## config.mk

```make
export PLATFORM = sky130hd
export DESIGN_NAME = scan_tap_instruction_decoder
export DESIGN_NICKNAME = d
export VERILOG_FILES = /design/src/scan_tap_instruction_decoder.v
export VERILOG_INCLUDE_DIRS = /design/src
export SDC_FILE = /design/constraint.sdc
export NUM_CORES = 1
export LEC_CHECK = 0
export ABC_AREA = 0
export ABC_CLOCK_PERIOD_IN_PS = 4850
export BUFFER_PORTS_ARGS = -buffer_cell sky130_fd_sc_hd__buf_4
export CORE_MARGIN = 1
export CORE_UTILIZATION = 45
export CTS_CLUSTER_SIZE = 16
export DETAILED_ROUTE_END_ITERATION = 6
export SETUP_SLACK_MARGIN = 0.05
export SLEW_MARGIN = 40
export SYNTH_ARGS = -nofsm -noshare
export SYNTH_HDL_FRONTEND = slang
export SYNTH_SLANG_ARGS = --single-unit
```

## constraint.sdc

```tcl
create_clock -name ref_clk -period 4.85 [get_ports ref_clk]
set_input_delay 0.7275 -clock ref_clk [delete_from_list [all_inputs] [get_ports ref_clk]]
set_output_delay 0.7275 -clock ref_clk [all_outputs]
set_load 0.005 [all_outputs]
```

## src/scan_tap_defs.vh

```
`ifndef SCAN_TAP_DEFS_VH
`define SCAN_TAP_DEFS_VH

// Instruction register
`define IR_WIDTH 8
`define IR_PARITY_BIT 7
`define IR_RESET_VALUE 8'hFF
// Status word fields
`define STAT_PERR_BIT 7
`define STAT_COND_BIT 3
`define STAT_ONE_BIT 0
// Opcodes
`define OP_EXTEST 8'h00
`define OP_INTEST 8'h03
`define OP_SAMPLE 8'h82
`define OP_COUNT_A 8'h88
`define OP_COUNT_B 8'h09
`define OP_CTRL_A 8'h8E
`define OP_CTRL_B 8'h0F
`define OP_CNT_SCAN 8'hFA
`define OP_CNT_READ 8'h7B
`define OP_IDB_SCAN 8'hFC
`define OP_IDB_READ 8'h7D
`define OP_SEL_SCAN 8'h7E
// Data register select codes
`define DR_BYPASS 3'd0
`define DR_BOUNDARY 3'd1
`define DR_CONTROL 3'd2
`define DR_COUNTER 3'd3
`define DR_IDBUS 3'd4
`define DR_SELECT 3'd5
// Data register lengths
`define BSR_WIDTH 8
`define CTRL_WIDTH 10
`define CNT_WIDTH 8
`define IDB_WIDTH 4
`define SEL_WIDTH 8
// Control register fields used here
`define CTRL_COND_MODE_LO 5
`define CTRL_COND_MODE_HI 6
`define CTRL_MASK_PERR_BIT 4
`define CTRL_COND_POL_BIT 7
`define CTRL_COND_EN_BIT 2
`define CTRL_COND_3ST_BIT 3
`define CTRL_DCI_POL_BIT 1
`define CTRL_DIR_BIT 9
`define CTRL_RESET_VALUE 10'h000
// Timing
`define TCK_PERIOD_NS 200
`define REF_PERIOD_NS 25
`define TCK_MIN_CYCLES ((`TCK_PERIOD_NS + `REF_PERIOD_NS - 1) / `REF_PERIOD_NS)

`endif

```

## src/scan_tap_instruction_decoder.v

```verilog
`timescale 1ns/1ps
`include "scan_tap_defs.vh"

// Overview of operation
// - TMS high five cycles reaches reset
// - Controller starts in Test-Logic-Reset
// - Idle keeps registers; counter runs only there
// - Select states do nothing, exit next
// - Capture-DR selects register, maybe loads
// - Shift-DR shifts per cycle, not entry
// - TDO enabled at falling edge, LSB
// - Last shift into Exit1; TDO released
// - Exits reenter shift; pause keeps data
// - Parallel latches change only in Update-DR
// - Capture-IR loads status word
// - Status shows parity result and condition
// - Status bits: 7 error, 3 cond, 0 one
// - Shift-IR shifts; TDO driven at fall
// - Last IR shift into Exit1-IR; release
// - IR exits reenter shift; pause preserves
// - Instruction latches load only in Update-IR
// - Bit 7 even parity; error when odd
// - Condition output shows parity error option
// - Opcode decode selects boundary, control, counter
// - FC captures ID bus; 7D reads
// - Other opcodes select bypass register
// - Sample rising edge, drive falling edge
// - Test reset forces reset and values
module scan_tap_instruction_decoder
(
	// System
	input wire ref_clk,
	input wire sys_rst,
	// Scan pins from the bus controller
	input wire tck,
	input wire tms,
	input wire tdi,
	input wire trstN,
	output wire tdo,
	output wire tdoOe,
	// Condition pins
	input wire condition_input,
	output wire condition_output,
	output wire conditionOutputOe,
	// Identification bus
	input wire [`IDB_WIDTH-1:0] idBus,
	// Decoded instruction state
	output reg [2:0] drSelect_r,
	output reg testMode_r,
	output reg countMode_r,
	output reg parity_error_flag,
	output reg [`CTRL_WIDTH-1:0] ctrlOut_r,
	output reg [`SEL_WIDTH-1:0] selOut_r,
	output reg [`CNT_WIDTH-1:0] count_r,
	// Shifted-out word stream
	output wire wordValid,
	input wire wordReady,
	output wire [`IR_WIDTH-1:0] wordData
);

	localparam [15:0] S_TLR = 16'h0001;
	localparam [15:0] S_RTI = 16'h0002;
	localparam [15:0] S_SDR = 16'h0004;
	localparam [15:0] S_CDR = 16'h0008;
	localparam [15:0] S_SHDR = 16'h0010;
	localparam [15:0] S_E1DR = 16'h0020;
	localparam [15:0] S_PDR = 16'h0040;
	localparam [15:0] S_E2DR = 16'h0080;
	localparam [15:0] S_UDR = 16'h0100;
	localparam [15:0] S_SIR = 16'h0200;
	localparam [15:0] S_CIR = 16'h0400;
	localparam [15:0] S_SHIR = 16'h0800;
	localparam [15:0] S_E1IR = 16'h1000;
	localparam [15:0] S_PIR = 16'h2000;
	localparam [15:0] S_E2IR = 16'h4000;
	localparam [15:0] S_UIR = 16'h8000;

	// Two-flop synchronisers for the trstN, tck, tms, tdi and condition pins; idBus is used unsynchronised
	reg [5:0] sync1_r;
	reg [5:0] sync2_r;
	reg tckLast_r;
	always @(posedge ref_clk)
	begin
		if (sys_rst)
		begin
			sync1_r <= 6'h3F;
			sync2_r <= 6'h3F;
			tckLast_r <= 1'b1;
		end
		else
		begin
			sync1_r <= {trstN, tck, tms, tdi, condition_input, 1'b1};
			sync2_r <= sync1_r;
			tckLast_r <= sync2_r[4];
		end
	end
	wire trstNS = sync2_r[5];
	wire tckS = sync2_r[4];
	wire tmsS = sync2_r[3];
	wire tdiS = sync2_r[2];
	wire condS = sync2_r[1];
	wire tckRise = tckS & ~tckLast_r;
	wire tckFall = ~tckS & tckLast_r;

	reg [15:0] state_r;
	reg [15:0] state_nxt;
	reg [`IR_WIDTH-1:0] irShift_r;
	reg [`IR_WIDTH-1:0] irLatch_r;
	reg [`BSR_WIDTH-1:0] bsrShift_r;
	reg [`BSR_WIDTH-1:0] bsrOut_r;
	reg [`CTRL_WIDTH-1:0] ctrlShift_r;
	reg [`CNT_WIDTH-1:0] cntShift_r;
	reg [`CNT_WIDTH-1:0] cntPreload_r;
	reg [`IDB_WIDTH-1:0] idbShift_r;
	reg [`SEL_WIDTH-1:0] selShift_r;
	reg bypass_r;
	reg tdo_r;
	reg tdoOe_r;
	reg condPrev_r;
	reg [2:0] decSel;
	reg decTest;
	reg decCount;

	// Standard sixteen-state graph, stepped on each sampled rising edge
	always @*
	begin
		state_nxt = S_TLR;
		case (state_r)
			S_TLR: state_nxt = tmsS ? S_TLR : S_RTI;
			S_RTI: state_nxt = tmsS ? S_SDR : S_RTI;
			S_SDR: state_nxt = tmsS ? S_SIR : S_CDR;
			S_CDR: state_nxt = tmsS ? S_E1DR : S_SHDR;
			S_SHDR: state_nxt = tmsS ? S_E1DR : S_SHDR;
			S_E1DR: state_nxt = tmsS ? S_UDR : S_PDR;
			S_PDR: state_nxt = tmsS ? S_E2DR : S_PDR;
			S_E2DR: state_nxt = tmsS ? S_UDR : S_SHDR;
			S_UDR: state_nxt = tmsS ? S_SDR : S_RTI;
			S_SIR: state_nxt = tmsS ? S_TLR : S_CIR;
			S_CIR: state_nxt = tmsS ? S_E1IR : S_SHIR;
			S_SHIR: state_nxt = tmsS ? S_E1IR : S_SHIR;
			S_E1IR: state_nxt = tmsS ? S_UIR : S_PIR;
			S_PIR: state_nxt = tmsS ? S_E2IR : S_PIR;
			S_E2IR: state_nxt = tmsS ? S_UIR : S_SHIR;
			S_UIR: state_nxt = tmsS ? S_SDR : S_RTI;
			default: state_nxt = S_TLR;
		endcase
	end

	// Opcode decode of the latched instruction; anything unlisted is bypass
	always @*
	begin
		decSel = `DR_BYPASS;
		decTest = 1'b0;
		decCount = 1'b0;
		case (irLatch_r)
			`OP_EXTEST, `OP_INTEST:
			begin
				decSel = `DR_BOUNDARY;
				decTest = 1'b1;
			end
			`OP_SAMPLE: decSel = `DR_BOUNDARY;
			`OP_COUNT_A, `OP_COUNT_B: decCount = 1'b1;
			`OP_CTRL_A, `OP_CTRL_B: decSel = `DR_CONTROL;
			`OP_CNT_SCAN, `OP_CNT_READ: decSel = `DR_COUNTER;
			`OP_IDB_SCAN, `OP_IDB_READ: decSel = `DR_IDBUS;
			`OP_SEL_SCAN: decSel = `DR_SELECT;
			default: decSel = `DR_BYPASS;
		endcase
	end

	// Even parity over all eight bits: an odd count of ones is the error
	wire irOddParity = ^irShift_r;
	wire condActive = condS ~^ ctrlOut_r[`CTRL_DCI_POL_BIT];
	wire [`IR_WIDTH-1:0] statusWord = {parity_error_flag, 3'b000, condActive, 2'b00, 1'b1};
	wire fullReset = sys_rst | ~trstNS;

	reg selLsb;
	always @*
	begin
		selLsb = bypass_r;
		case (drSelect_r)
			`DR_BOUNDARY: selLsb = bsrShift_r[0];
			`DR_CONTROL: selLsb = ctrlShift_r[0];
			`DR_COUNTER: selLsb = cntShift_r[0];
			`DR_IDBUS: selLsb = idbShift_r[0];
			`DR_SELECT: selLsb = selShift_r[0];
			default: selLsb = bypass_r;
		endcase
	end

	wire bufInReady;
	wire irDone = tckRise & (state_r == S_UIR);

	always @(posedge ref_clk)
	begin
		if (fullReset)
		begin
			state_r <= S_TLR;
			irShift_r <= `IR_RESET_VALUE;
			irLatch_r <= `IR_RESET_VALUE;
			parity_error_flag <= 1'b0;
			bsrShift_r <= {`BSR_WIDTH{1'b0}};
			bsrOut_r <= {`BSR_WIDTH{1'b0}};
			ctrlShift_r <= `CTRL_RESET_VALUE;
			ctrlOut_r <= `CTRL_RESET_VALUE;
			cntShift_r <= {`CNT_WIDTH{1'b0}};
			cntPreload_r <= {`CNT_WIDTH{1'b0}};
			count_r <= {`CNT_WIDTH{1'b0}};
			idbShift_r <= {`IDB_WIDTH{1'b0}};
			selShift_r <= {`SEL_WIDTH{1'b0}};
			selOut_r <= {`SEL_WIDTH{1'b0}};
			bypass_r <= 1'b0;
			drSelect_r <= `DR_BYPASS;
			testMode_r <= 1'b0;
			countMode_r <= 1'b0;
			tdo_r <= 1'b1;
			tdoOe_r <= 1'b0;
			condPrev_r <= 1'b0;
		end
		else
		begin
			condPrev_r <= condActive;
			// Counter only steps on condition edges while idle
			if (countMode_r && state_r == S_RTI && condActive && !condPrev_r)
			begin
				if (ctrlOut_r[`CTRL_DIR_BIT])
					count_r <= count_r - 8'h01;
				else
					count_r <= count_r + 8'h01;
			end
			if (tckRise)
			begin
				state_r <= state_nxt;
				case (state_r)
					S_TLR:
					begin
						// Registers held at reset while in Test-Logic-Reset
						irLatch_r <= `IR_RESET_VALUE;
						drSelect_r <= `DR_BYPASS;
						testMode_r <= 1'b0;
						countMode_r <= 1'b0;
						ctrlOut_r <= `CTRL_RESET_VALUE;
						selOut_r <= {`SEL_WIDTH{1'b0}};
						parity_error_flag <= 1'b0;
					end
					S_CDR:
					begin
						case (drSelect_r)
							`DR_BOUNDARY: bsrShift_r <= {bsrOut_r[`BSR_WIDTH-1:`IDB_WIDTH], idBus};
							`DR_COUNTER: cntShift_r <= (irLatch_r == `OP_CNT_SCAN) ? count_r : cntPreload_r;
							`DR_IDBUS:
							begin
								if (irLatch_r == `OP_IDB_SCAN)
									idbShift_r <= idBus;
							end
							`DR_BYPASS: bypass_r <= 1'b0;
							default: bypass_r <= bypass_r;
						endcase
					end
					S_SHDR:
					begin
						// Shift happens leaving Shift-DR, including into Exit1-DR
						case (drSelect_r)
							`DR_BOUNDARY: bsrShift_r <= {tdiS, bsrShift_r[`BSR_WIDTH-1:1]};
							`DR_CONTROL: ctrlShift_r <= {tdiS, ctrlShift_r[`CTRL_WIDTH-1:1]};
							`DR_COUNTER: cntShift_r <= {tdiS, cntShift_r[`CNT_WIDTH-1:1]};
							`DR_IDBUS: idbShift_r <= {tdiS, idbShift_r[`IDB_WIDTH-1:1]};
							`DR_SELECT: selShift_r <= {tdiS, selShift_r[`SEL_WIDTH-1:1]};
							default: bypass_r <= tdiS;
						endcase
					end
					S_UDR:
					begin
						case (drSelect_r)
							`DR_BOUNDARY:
							begin
								if (testMode_r)
									bsrOut_r <= bsrShift_r;
							end
							`DR_CONTROL: ctrlOut_r <= ctrlShift_r;
							`DR_COUNTER:
							begin
								cntPreload_r <= cntShift_r;
								count_r <= cntShift_r;
							end
							`DR_SELECT: selOut_r <= selShift_r;
							default: bypass_r <= bypass_r;
						endcase
					end
					S_CIR: irShift_r <= statusWord;
					S_SHIR: irShift_r <= {tdiS, irShift_r[`IR_WIDTH-1:1]};
					S_UIR:
					begin
						// Only the shadow latches change here
						irLatch_r <= irShift_r;
						parity_error_flag <= irOddParity;
						drSelect_r <= decSelShift(irShift_r);
						testMode_r <= (irShift_r == `OP_EXTEST) || (irShift_r == `OP_INTEST);
						countMode_r <= (irShift_r == `OP_COUNT_A) || (irShift_r == `OP_COUNT_B);
					end
					default: state_r <= state_nxt;
				endcase
				// Clear on entry so logic is inactive by the fifth TMS-high edge
				if (state_nxt == S_TLR)
				begin
					irLatch_r <= `IR_RESET_VALUE;
					drSelect_r <= `DR_BYPASS;
					testMode_r <= 1'b0;
					countMode_r <= 1'b0;
					ctrlOut_r <= `CTRL_RESET_VALUE;
					selOut_r <= {`SEL_WIDTH{1'b0}};
					parity_error_flag <= 1'b0;
				end
			end
			if (tckFall)
			begin
				// The TDO output enable moves only on falling edges
				if (state_r == S_SHDR)
				begin
					tdoOe_r <= 1'b1;
					tdo_r <= selLsb;
				end
				else if (state_r == S_SHIR)
				begin
					tdoOe_r <= 1'b1;
					tdo_r <= irShift_r[0];
				end
				else
					tdoOe_r <= 1'b0;
			end
		end
	end

	// Decode helper for the value about to be latched
	function [2:0] decSelShift;
		input [`IR_WIDTH-1:0] op;
		begin
			case (op)
				`OP_EXTEST, `OP_INTEST, `OP_SAMPLE: decSelShift = `DR_BOUNDARY;
				`OP_CTRL_A, `OP_CTRL_B: decSelShift = `DR_CONTROL;
				`OP_CNT_SCAN, `OP_CNT_READ: decSelShift = `DR_COUNTER;
				`OP_IDB_SCAN, `OP_IDB_READ: decSelShift = `DR_IDBUS;
				`OP_SEL_SCAN: decSelShift = `DR_SELECT;
				default: decSelShift = `DR_BYPASS;
			endcase
		end
	endfunction

	// Condition output: parity error shown while in Pause-IR when so configured
	wire [1:0] condMode = ctrlOut_r[`CTRL_COND_MODE_HI:`CTRL_COND_MODE_LO];
	reg condRaw;
	always @*
	begin
		condRaw = 1'b0;
		case (condMode)
			2'b01: condRaw = parity_error_flag && (state_r == S_PIR) && !ctrlOut_r[`CTRL_MASK_PERR_BIT];
			2'b10: condRaw = ctrlOut_r[`CTRL_DIR_BIT] ? (count_r == 8'h00) : (count_r == 8'hFF);
			2'b11: condRaw = condActive;
			default: condRaw = 1'b0;
		endcase
	end
	wire condLevel = condRaw ~^ ctrlOut_r[`CTRL_COND_POL_BIT];
	reg condOut_r;
	reg condOe_r;
	always @(posedge ref_clk)
	begin
		if (fullReset)
		begin
			condOut_r <= 1'b0;
			condOe_r <= 1'b0;
		end
		else
		begin
			condOut_r <= condLevel;
			// Open drain drives only the low level unless the 3-state bit is set, then both levels are driven
			condOe_r <= ctrlOut_r[`CTRL_COND_EN_BIT] & (ctrlOut_r[`CTRL_COND_3ST_BIT] | ~condLevel);
		end
	end
	assign condition_output = condOut_r;
	assign conditionOutputOe = condOe_r;
	assign tdo = tdo_r;
	assign tdoOe = tdoOe_r;

	// Two-entry buffer carrying each newly loaded instruction out; a load arriving while both entries are full is dropped
	reg [`IR_WIDTH-1:0] buf0_r;
	reg [`IR_WIDTH-1:0] buf1_r;
	reg [1:0] bufCount_r;
	assign bufInReady = (bufCount_r != 2'd2);
	assign wordValid = (bufCount_r != 2'd0);
	assign wordData = buf0_r;
	wire pushW = irDone & bufInReady;
	wire popW = wordValid & wordReady;
	always @(posedge ref_clk)
	begin
		if (fullReset)
		begin
			buf0_r <= {`IR_WIDTH{1'b0}};
			buf1_r <= {`IR_WIDTH{1'b0}};
			bufCount_r <= 2'd0;
		end
		else
		begin
			if (popW)
			begin
				buf0_r <= (bufCount_r == 2'd2) ? buf1_r : irShift_r;
				if (pushW && bufCount_r == 2'd2)
					buf1_r <= irShift_r;
			end
			else if (pushW)
			begin
				if (bufCount_r == 2'd0)
					buf0_r <= irShift_r;
				else
					buf1_r <= irShift_r;
			end
			bufCount_r <= bufCount_r + {1'b0, pushW} - {1'b0, popW};
		end
	end

endmodule

```

==> results.py, run 1 <==
metrics = {
    "timing": {
        "clock.fmax_mhz": 313.8,
        "hold_viol": 0,
        "min_period_ps": 3187,
        "skew_ps": 8.452,
        "tightest_slew_ps": 768.0,
        "period_share": 0.6570,
        "rsz0062_at_grt": "no",
        "slew_headroom": 0.4852,
        "setup_violations": 0,
        "report.final.slew_viol_count": 0,
        "finalSetupTns_ps": 0,
        "holdWs_ps": 409.2,
    },
    "placed_design": {
        "place_inst": 986,
        "io_buffers": 56,
        "placed_area_sq_um": 7458,
        "dp_hpwl_um": 11740,
        "place.gp.congestion": 0.9003,
    },
    "power": {
        "ir_worst_vdd_uv": 241.7,
        "power_density_nw_per_um2": 318.6,
        "p_leak_nw": 3.252,
    },
    "layout": {
        "drive_gt1_frac": 0.1564,
        "area_growth_pct": 16.20,
        "final_cell_area_sq_um": 8059,
        "nets": 853,
        "antenna_cells": 0,
        "layout.cells.non_filler": 1019,
        "seq_area_sq_um": 2983,
        "fillers": 1363,
        "utilization": 0.5321,
        "layout_common_cells": "149 x dfxtp_1, 95 x nor2_1, 83 x nand2_1",
        "final_common_cell": "dfxtp_1",
        "multi_input_area_sq_um": 3720,
    },
    "grt": {
        "grt_start_max_net_pins": 61,
        "grt_pass1_vias": 5449,
        "antenna_found_initial": 0,
        "overflow": 0,
        "grt.total_usage": 0.2138,
        "grt_first_pass_wirelength_um": 27120,
    },
    "clocking": {
        "cts_tree": "done",
        "cts_made_buffers": 17,
        "clock_path_buffers": 2,
        "cts_root_buffer": "clkbuf_16",
        "post_cts_buffers": 0,
        "hold_buffers": 0,
        "clk_pin_slew_worst_paths_ps": 60,
        "ctsResizeCount": 0,
        "htree_levels": 4,
        "cts.sinks": 149,
        "clkLatencyLatePin_ps": 420,
    },
    "setup_path": {
        "required_ps": 5130,
        "cp_common_cell": "nor2_1",
        "crit_family": "simple AND/OR/NAND/NOR gates",
        "crit_path_top_delay_cell": "or4_1",
        "crit_type": "flop to flop",
        "cp-start-kind": "flop",
        "path_cells": "or4_1, nor4b_1, and4_1, o21ai_0, ha_1, nor2_1, nand2_1, a21oi_1, nor2_1",
        "cp-end-kind": "flop",
        "cp.buffers_inverters": 0,
        "crit_arrival_ps": 3470,
        "cp_max_fo": 16,
        "max_stage_delay_ps": 650,
    },
    "job": {
        "drv_cap": 0,
    },
    "outcome": {
        "status": "finished, final reports clean",
    },
    "synthesis": {
        "ys_async_sr_fraction": 0,
        "synth_top_area_share": 0.4301,
        "synth_nets": 821,
        "synth.avg_cell_area_sq_um": 8.824,
        "synth_area_sq_um": 6935,
        "synth_edf_count": 0,
        "synth_top_flop_cell": "dfxtp_1",
        "netlist_instances": 786,
        "synth_top_area_cell": "dfxtp_1",
        "ys_seq_area_frac": 0.4301,
        "synth.distinct_cells": 60,
        "synth_warnings": 0,
        "synth-seq-cells": 149,
        "synth_area_leaders": "dfxtp_1 43%, mux2i_1 7.4%, nor2_1 5.1%",
    },
    "route": {
        "routed_via_density": 5.662,
        "vias": 5770,
        "wl_um": 16450,
        "ant_nets": 0,
        "dr.pass1.iters": 5,
        "drc": 0,
        "first_iter_violations": 331,
        "avgRoutedWirePerCell_um": 16.14,
    },
    "floorplanning": {
        "die_w_um": 126.1,
        "rows": 45,
        "coreArea_sq_um": 15150,
        "pin_count": 57,
        "die_area_sq_um": 15910,
        "die_y_um": 126.1,
        "start_util": 0.4579,
    },
    "worst_hold_path": {
        "hold_path_class": "flop to flop",
    },
}
where the power goes:
part / internal (mW) / switching (mW)
registers: 1.23 / 0.00380
clock network: 0.734 / 0.543
logic: 0.0181 / 0.0403
total: 1.98 / 0.587
per-layer routing:
metal,part of all wire,up-vias,GRT usage
li1,-,2876,-
met1,0.48,2738,0.2832
met2,0.46,129,0.3448
met3,0.041,27,0.04545
met4,0.016,0,0.07371
met5,0,-,0
cell usage after synthesis, types with 5 or more instances:
master / count
inv_1: 18
nand2_1: 84
nor3_1: 17
a31oi_1: 6
clkbuf_1: 42
mux2i_1: 51
nor2_1: 95
o211ai_1: 12
a22o_1: 17
a21oi_1: 60
or2_2: 13
o22a_1: 7
or4_1: 6
xor2_1: 7
a211oi_1: 25
o21ai_0: 19
nor4_1: 6
o2bb2ai_1: 5
nand3_1: 24
xnor2_1: 14
dfxtp_1: 149
ha_1: 22
nand4_1: 15
per-stage QoR:
stage | setup WS [ps] | power, mW
2_1_floorplan | 2078 | 1.296
3_3_place_gp | 1772 | 1.317
3_5_place_dp | 1702 | 1.318
4_1_cts | 1665 | 2.599
5_1_grt | 1458 | 2.670
6_report | 1663 | 2.568
cell families (layout without fill, tap and decap cells):
kind of cell	count (synthesis)	in the layout	share of synthesized area
buffers and inverters	68	113	0.03969
DFF	149	149	0.4301
AOI/OAI and AO/OA	174	174	0.1728
muxes	53	53	0.07848
and+or+nand+nor	298	298	0.2098
adders and majority gates	23	23	0.04258
xor gates and xnor gates	21	21	0.02652
path summary, 6_finish.rpt:
path | cells past startpoint | slack [ps] | startpoint | end
worst max-delay path | 9 | 1660 | state_r[8] | buf1_r[6]
worst min-delay path | 1 | 410 | sync1_r[2] | sync2_r[2]
worst max register to register | 9 | 1660 | state_r[8] | buf1_r[6]
worst min register to register | 1 | 410 | sync1_r[2] | sync2_r[2]
state kept, by name, indices dropped and copies added (netlist names), 2 cells and up:
name          cells
state_r          16
selOut_r          8
idbShift_r        4
wordData          8
buf1_r            8
ctrlShift_r      10
sync1_r           5
count_r           8
sync2_r           5
cntPreload_r      8
bsrOut_r          4
cntShift_r        8
irShift_r         8
drSelect_r        3
irLatch_r         8
ctrlOut_r        10
selShift_r        8
bufCount_r        2
bsrShift_r        8
area by class of cell:
cell class / count / share of cell area
clock buffers: 18 / 0.05449
clock inverters: 14 / 0.01754
inverters: 18 / 0.008384
multi-input cells: 569 / 0.4616
flip-flops and latches: 149 / 0.3701
well taps: 188 / 0.02919
repair buffers: 63 / 0.05869
Power figures use the tool's default switching activity.
==> run 2: changes to the inputs <==
--- a/config.mk
+++ b/config.mk
@@ -6,13 +6,14 @@
 export SDC_FILE = /design/constraint.sdc
 export NUM_CORES = 1
 export LEC_CHECK = 0
-export ABC_AREA = 0
-export ABC_CLOCK_PERIOD_IN_PS = 4850
+export ABC_AREA = 1
+export ABC_CLOCK_PERIOD_IN_PS = 2890
 export BUFFER_PORTS_ARGS = -buffer_cell sky130_fd_sc_hd__buf_4
 export CORE_MARGIN = 1
 export CORE_UTILIZATION = 45
 export CTS_CLUSTER_SIZE = 16
 export DETAILED_ROUTE_END_ITERATION = 6
+export PLACE_DENSITY = 0.65
 export SETUP_SLACK_MARGIN = 0.05
 export SLEW_MARGIN = 40
 export SYNTH_ARGS = -nofsm -noshare
==> constraint.sdc (replaced) <==
create_clock -name ref_clk -period 2.89 [get_ports ref_clk]
set_input_delay 0.4335 -clock ref_clk [delete_from_list [all_inputs] [get_ports ref_clk]]
set_output_delay 0.4335 -clock ref_clk [all_outputs]
set_load 0.005 [all_outputs]
==> results.py, run 2 <==
metrics = {
    "outcome": {
        "status": "finished, final reports clean",
    },
    "layout": {
        "drive_gt1_frac": 0.1619,
        "layout_common_cells": "163 x nand2_1, 149 x dfxtp_1, 110 x inv_1",
        "area_growth_pct": 16.13,
        "antenna_cells": 0,
        "layout.cells.non_filler": 1230,
        "top_register": "state_r",
        "fillers": 1535,
        "final_common_cell": "nand2_1",
        "seq_area_sq_um": 2983,
        "nets": 1041,
        "biggestRegsByFlops": "state_r: 16 flops, ctrlOut_r: 10 flops, ctrlShift_r: 10 flops",
        "multi_input_area_sq_um": 3613,
        "largest_reg_flops": 16,
    },
    "grt": {
        "antenna_found_initial": 0,
        "overflow": 0,
        "grt_start_max_net_pins": 62,
        "grt_pass1_vias": 5961,
        "grt_first_pass_wirelength_um": 29680,
        "grt.total_usage": 0.2270,
    },
    "placed_design": {
        "place.gp.congestion": 0.8974,
        "io_buffers": 56,
        "dp_hpwl_um": 12420,
        "place_inst": 1198,
    },
    "clocking": {
        "cts_tree": "done",
        "cts_root_buffer": "clkbuf_16",
        "clk_pin_slew_worst_paths_ps": 60,
        "cts.sinks": 149,
        "htree_levels": 4,
        "ctsResizeCount": 0,
        "hold_buffers": 0,
        "post_cts_buffers": 0,
        "clock_path_buffers": 2,
        "cts_made_buffers": 17,
        "clkLatencyLatePin_ps": 430,
    },
    "route": {
        "first_iter_violations": 471,
        "avgRoutedWirePerCell_um": 14.18,
        "routed_via_density": 5.178,
        "dr.pass1.iters": 5,
        "drc": 0,
        "wl_um": 17450,
        "ant_nets": 0,
        "vias": 6369,
    },
    "power": {
        "ir_worst_vdd_uv": 604.3,
        "p_clk_frac": 0.474,
        "p_int_mw": 3.290,
        "p_comb_frac": 0.051,
        "power_density_nw_per_um2": 526.1,
        "p_leak_nw": 3.538,
        "p_seq_frac": 0.475,
        "power_switching_share": 0.2521,
        "p_sw_mw": 1.109,
    },
    "worst_hold_path": {
        "hold_path_class": "primary input to flop",
    },
    "synthesis": {
        "ys_seq_area_frac": 0.4143,
        "synth-seq-cells": 149,
        "synth_edf_count": 0,
        "synth_top_area_share": 0.4143,
        "netlist_instances": 958,
        "synthTopCellsByCount": "164 x nand2_1, 149 x dfxtp_1, 111 x inv_1",
        "synth_top_flop_cell": "dfxtp_1",
        "synth_area_leaders": "dfxtp_1 41%, nand2_1 8.6%, o21ai_0 7.2%",
        "synth.avg_cell_area_sq_um": 7.515,
        "synth_top_area_cell": "dfxtp_1",
        "synth_nets": 993,
        "synth_warnings": 0,
        "synth.distinct_cells": 46,
        "yosysMostFrequentCell": "nand2_1",
        "ys_async_sr_fraction": 0,
        "synth_area_sq_um": 7199,
    },
    "setup_path": {
        "crit_family": "simple AND/OR/NAND/NOR gates",
        "cp-start-kind": "flop",
        "required_ps": 3210,
        "cp_max_fo": 12,
        "cp.buffers_inverters": 1,
        "max_stage_delay_ps": 340,
        "crit_arrival_ps": 2770,
        "crit_path_top_delay_cell": "dfxtp_1",
        "path_cells": "nor2_2, nand2_2, nor2_4, nand3_1, nor2_4, o21ai_0, ha_1, inv_1, ha_1, xor2_1, o21ai_0, a21oi_1",
        "crit_type": "flop to flop",
        "cp-end-kind": "flop",
    },
    "job": {
        "drv_cap": 0,
    },
    "floorplanning": {
        "die_y_um": 128.5,
        "coreArea_sq_um": 15430,
        "pin_count": 57,
        "die_area_sq_um": 16510,
        "die_w_um": 128.5,
        "start_util": 0.4667,
        "rows": 45,
    },
    "timing": {
        "min_period_ps": 2455,
        "clock.fmax_mhz": 407.3,
        "report.final.slew_viol_count": 0,
        "period_share": 0.8496,
        "setup_violations": 0,
        "skew_ps": 9.395,
        "finalSetupTns_ps": 0,
        "rsz0062_at_grt": "no",
        "holdWs_ps": 185.1,
        "hold_viol": 0,
        "slew_headroom": 0.5278,
        "tightest_slew_ps": 704.5,
    },
}
==> run 2: path summary, 6_finish.rpt <==
| kind | cells after the start | start | to | slack (ps) |
|---|---|---|---|---|
| worst min-delay path | 2 | tck | sync1_r[4] | 190 |
| worst max register to register | 12 | state_r[2] | bufCount_r[1] | 430 |
| worst max-delay path | 12 | state_r[2] | bufCount_r[1] | 430 |
| worst min register to register | 1 | sync1_r[5] | sync2_r[5] | 410 |
==> run 2: stage by stage <==
stage                 util  setup slack [ps]  instance area [sq um]  power, mW
finish              0.5419             434.8                   8361      4.398
CTS                 0.5419             454.5                   8361      4.431
global route        0.5419             148.6                   8361      4.560
floorplan                -             515.1                   7199      2.299
detailed placement  0.5058             467.1                   7804      2.359
global placement    0.5058             510.2                   7804      2.358
==> run 2: routing by layer <==
layer  vias to the layer above  global-route usage  share of wire  wire (um)
li1                       3294                   -              -          -
met1                      2934              0.3163           0.50       8637
met2                       121              0.3539           0.45       7871
met3                        20             0.04740          0.041        715
met4                         0             0.06505          0.013        221
met5                         -                   0              0          0
==> run 2: layout make-up <==
type,instances,area share
clock inverter,14,0.01407
inverter,116,0.05208
multi-input combinational,656,0.4322
clock buffer,18,0.05253
tap,211,0.03158
timing repair buffer,66,0.06076
sequential,149,0.3568
==> run 2: cells by family after synthesis <==
kind of cell / after synthesis / synth area share
XOR/XNOR: 10 / 0.01217
adder cells (fa/ha/maj): 23 / 0.04101
flip-flops: 149 / 0.4143
buffers and inverters: 153 / 0.08533
AO/OA/AOI/OAI: 255 / 0.1955
AND/OR/NAND/NOR: 368 / 0.2517
==> run 2: worst register-to-register path, stage by stage, from the launching register on <==
cell and delay, ps:
dfxtp_1 340, nor2_2 170, nand2_2 120, nor2_4 290
nand3_1 210, nor2_4 200, o21ai_0 160, ha_1 300
inv_1 40, ha_1 170, xor2_1 150, o21ai_0 150
a21oi_1 50
==> run 2: power groups by stage <==
stage / Combinational [mW] / Sequential, mW / Clock (mW)
2_1_floorplan: 0.169 / 2.13 / 0
4_1_cts: 0.226 / 2.09 / 2.12
3_5_place_dp: 0.225 / 2.13 / 0
6_report: 0.226 / 2.09 / 2.08
5_1_grt: 0.251 / 2.09 / 2.22
3_3_place_gp: 0.225 / 2.13 / 0
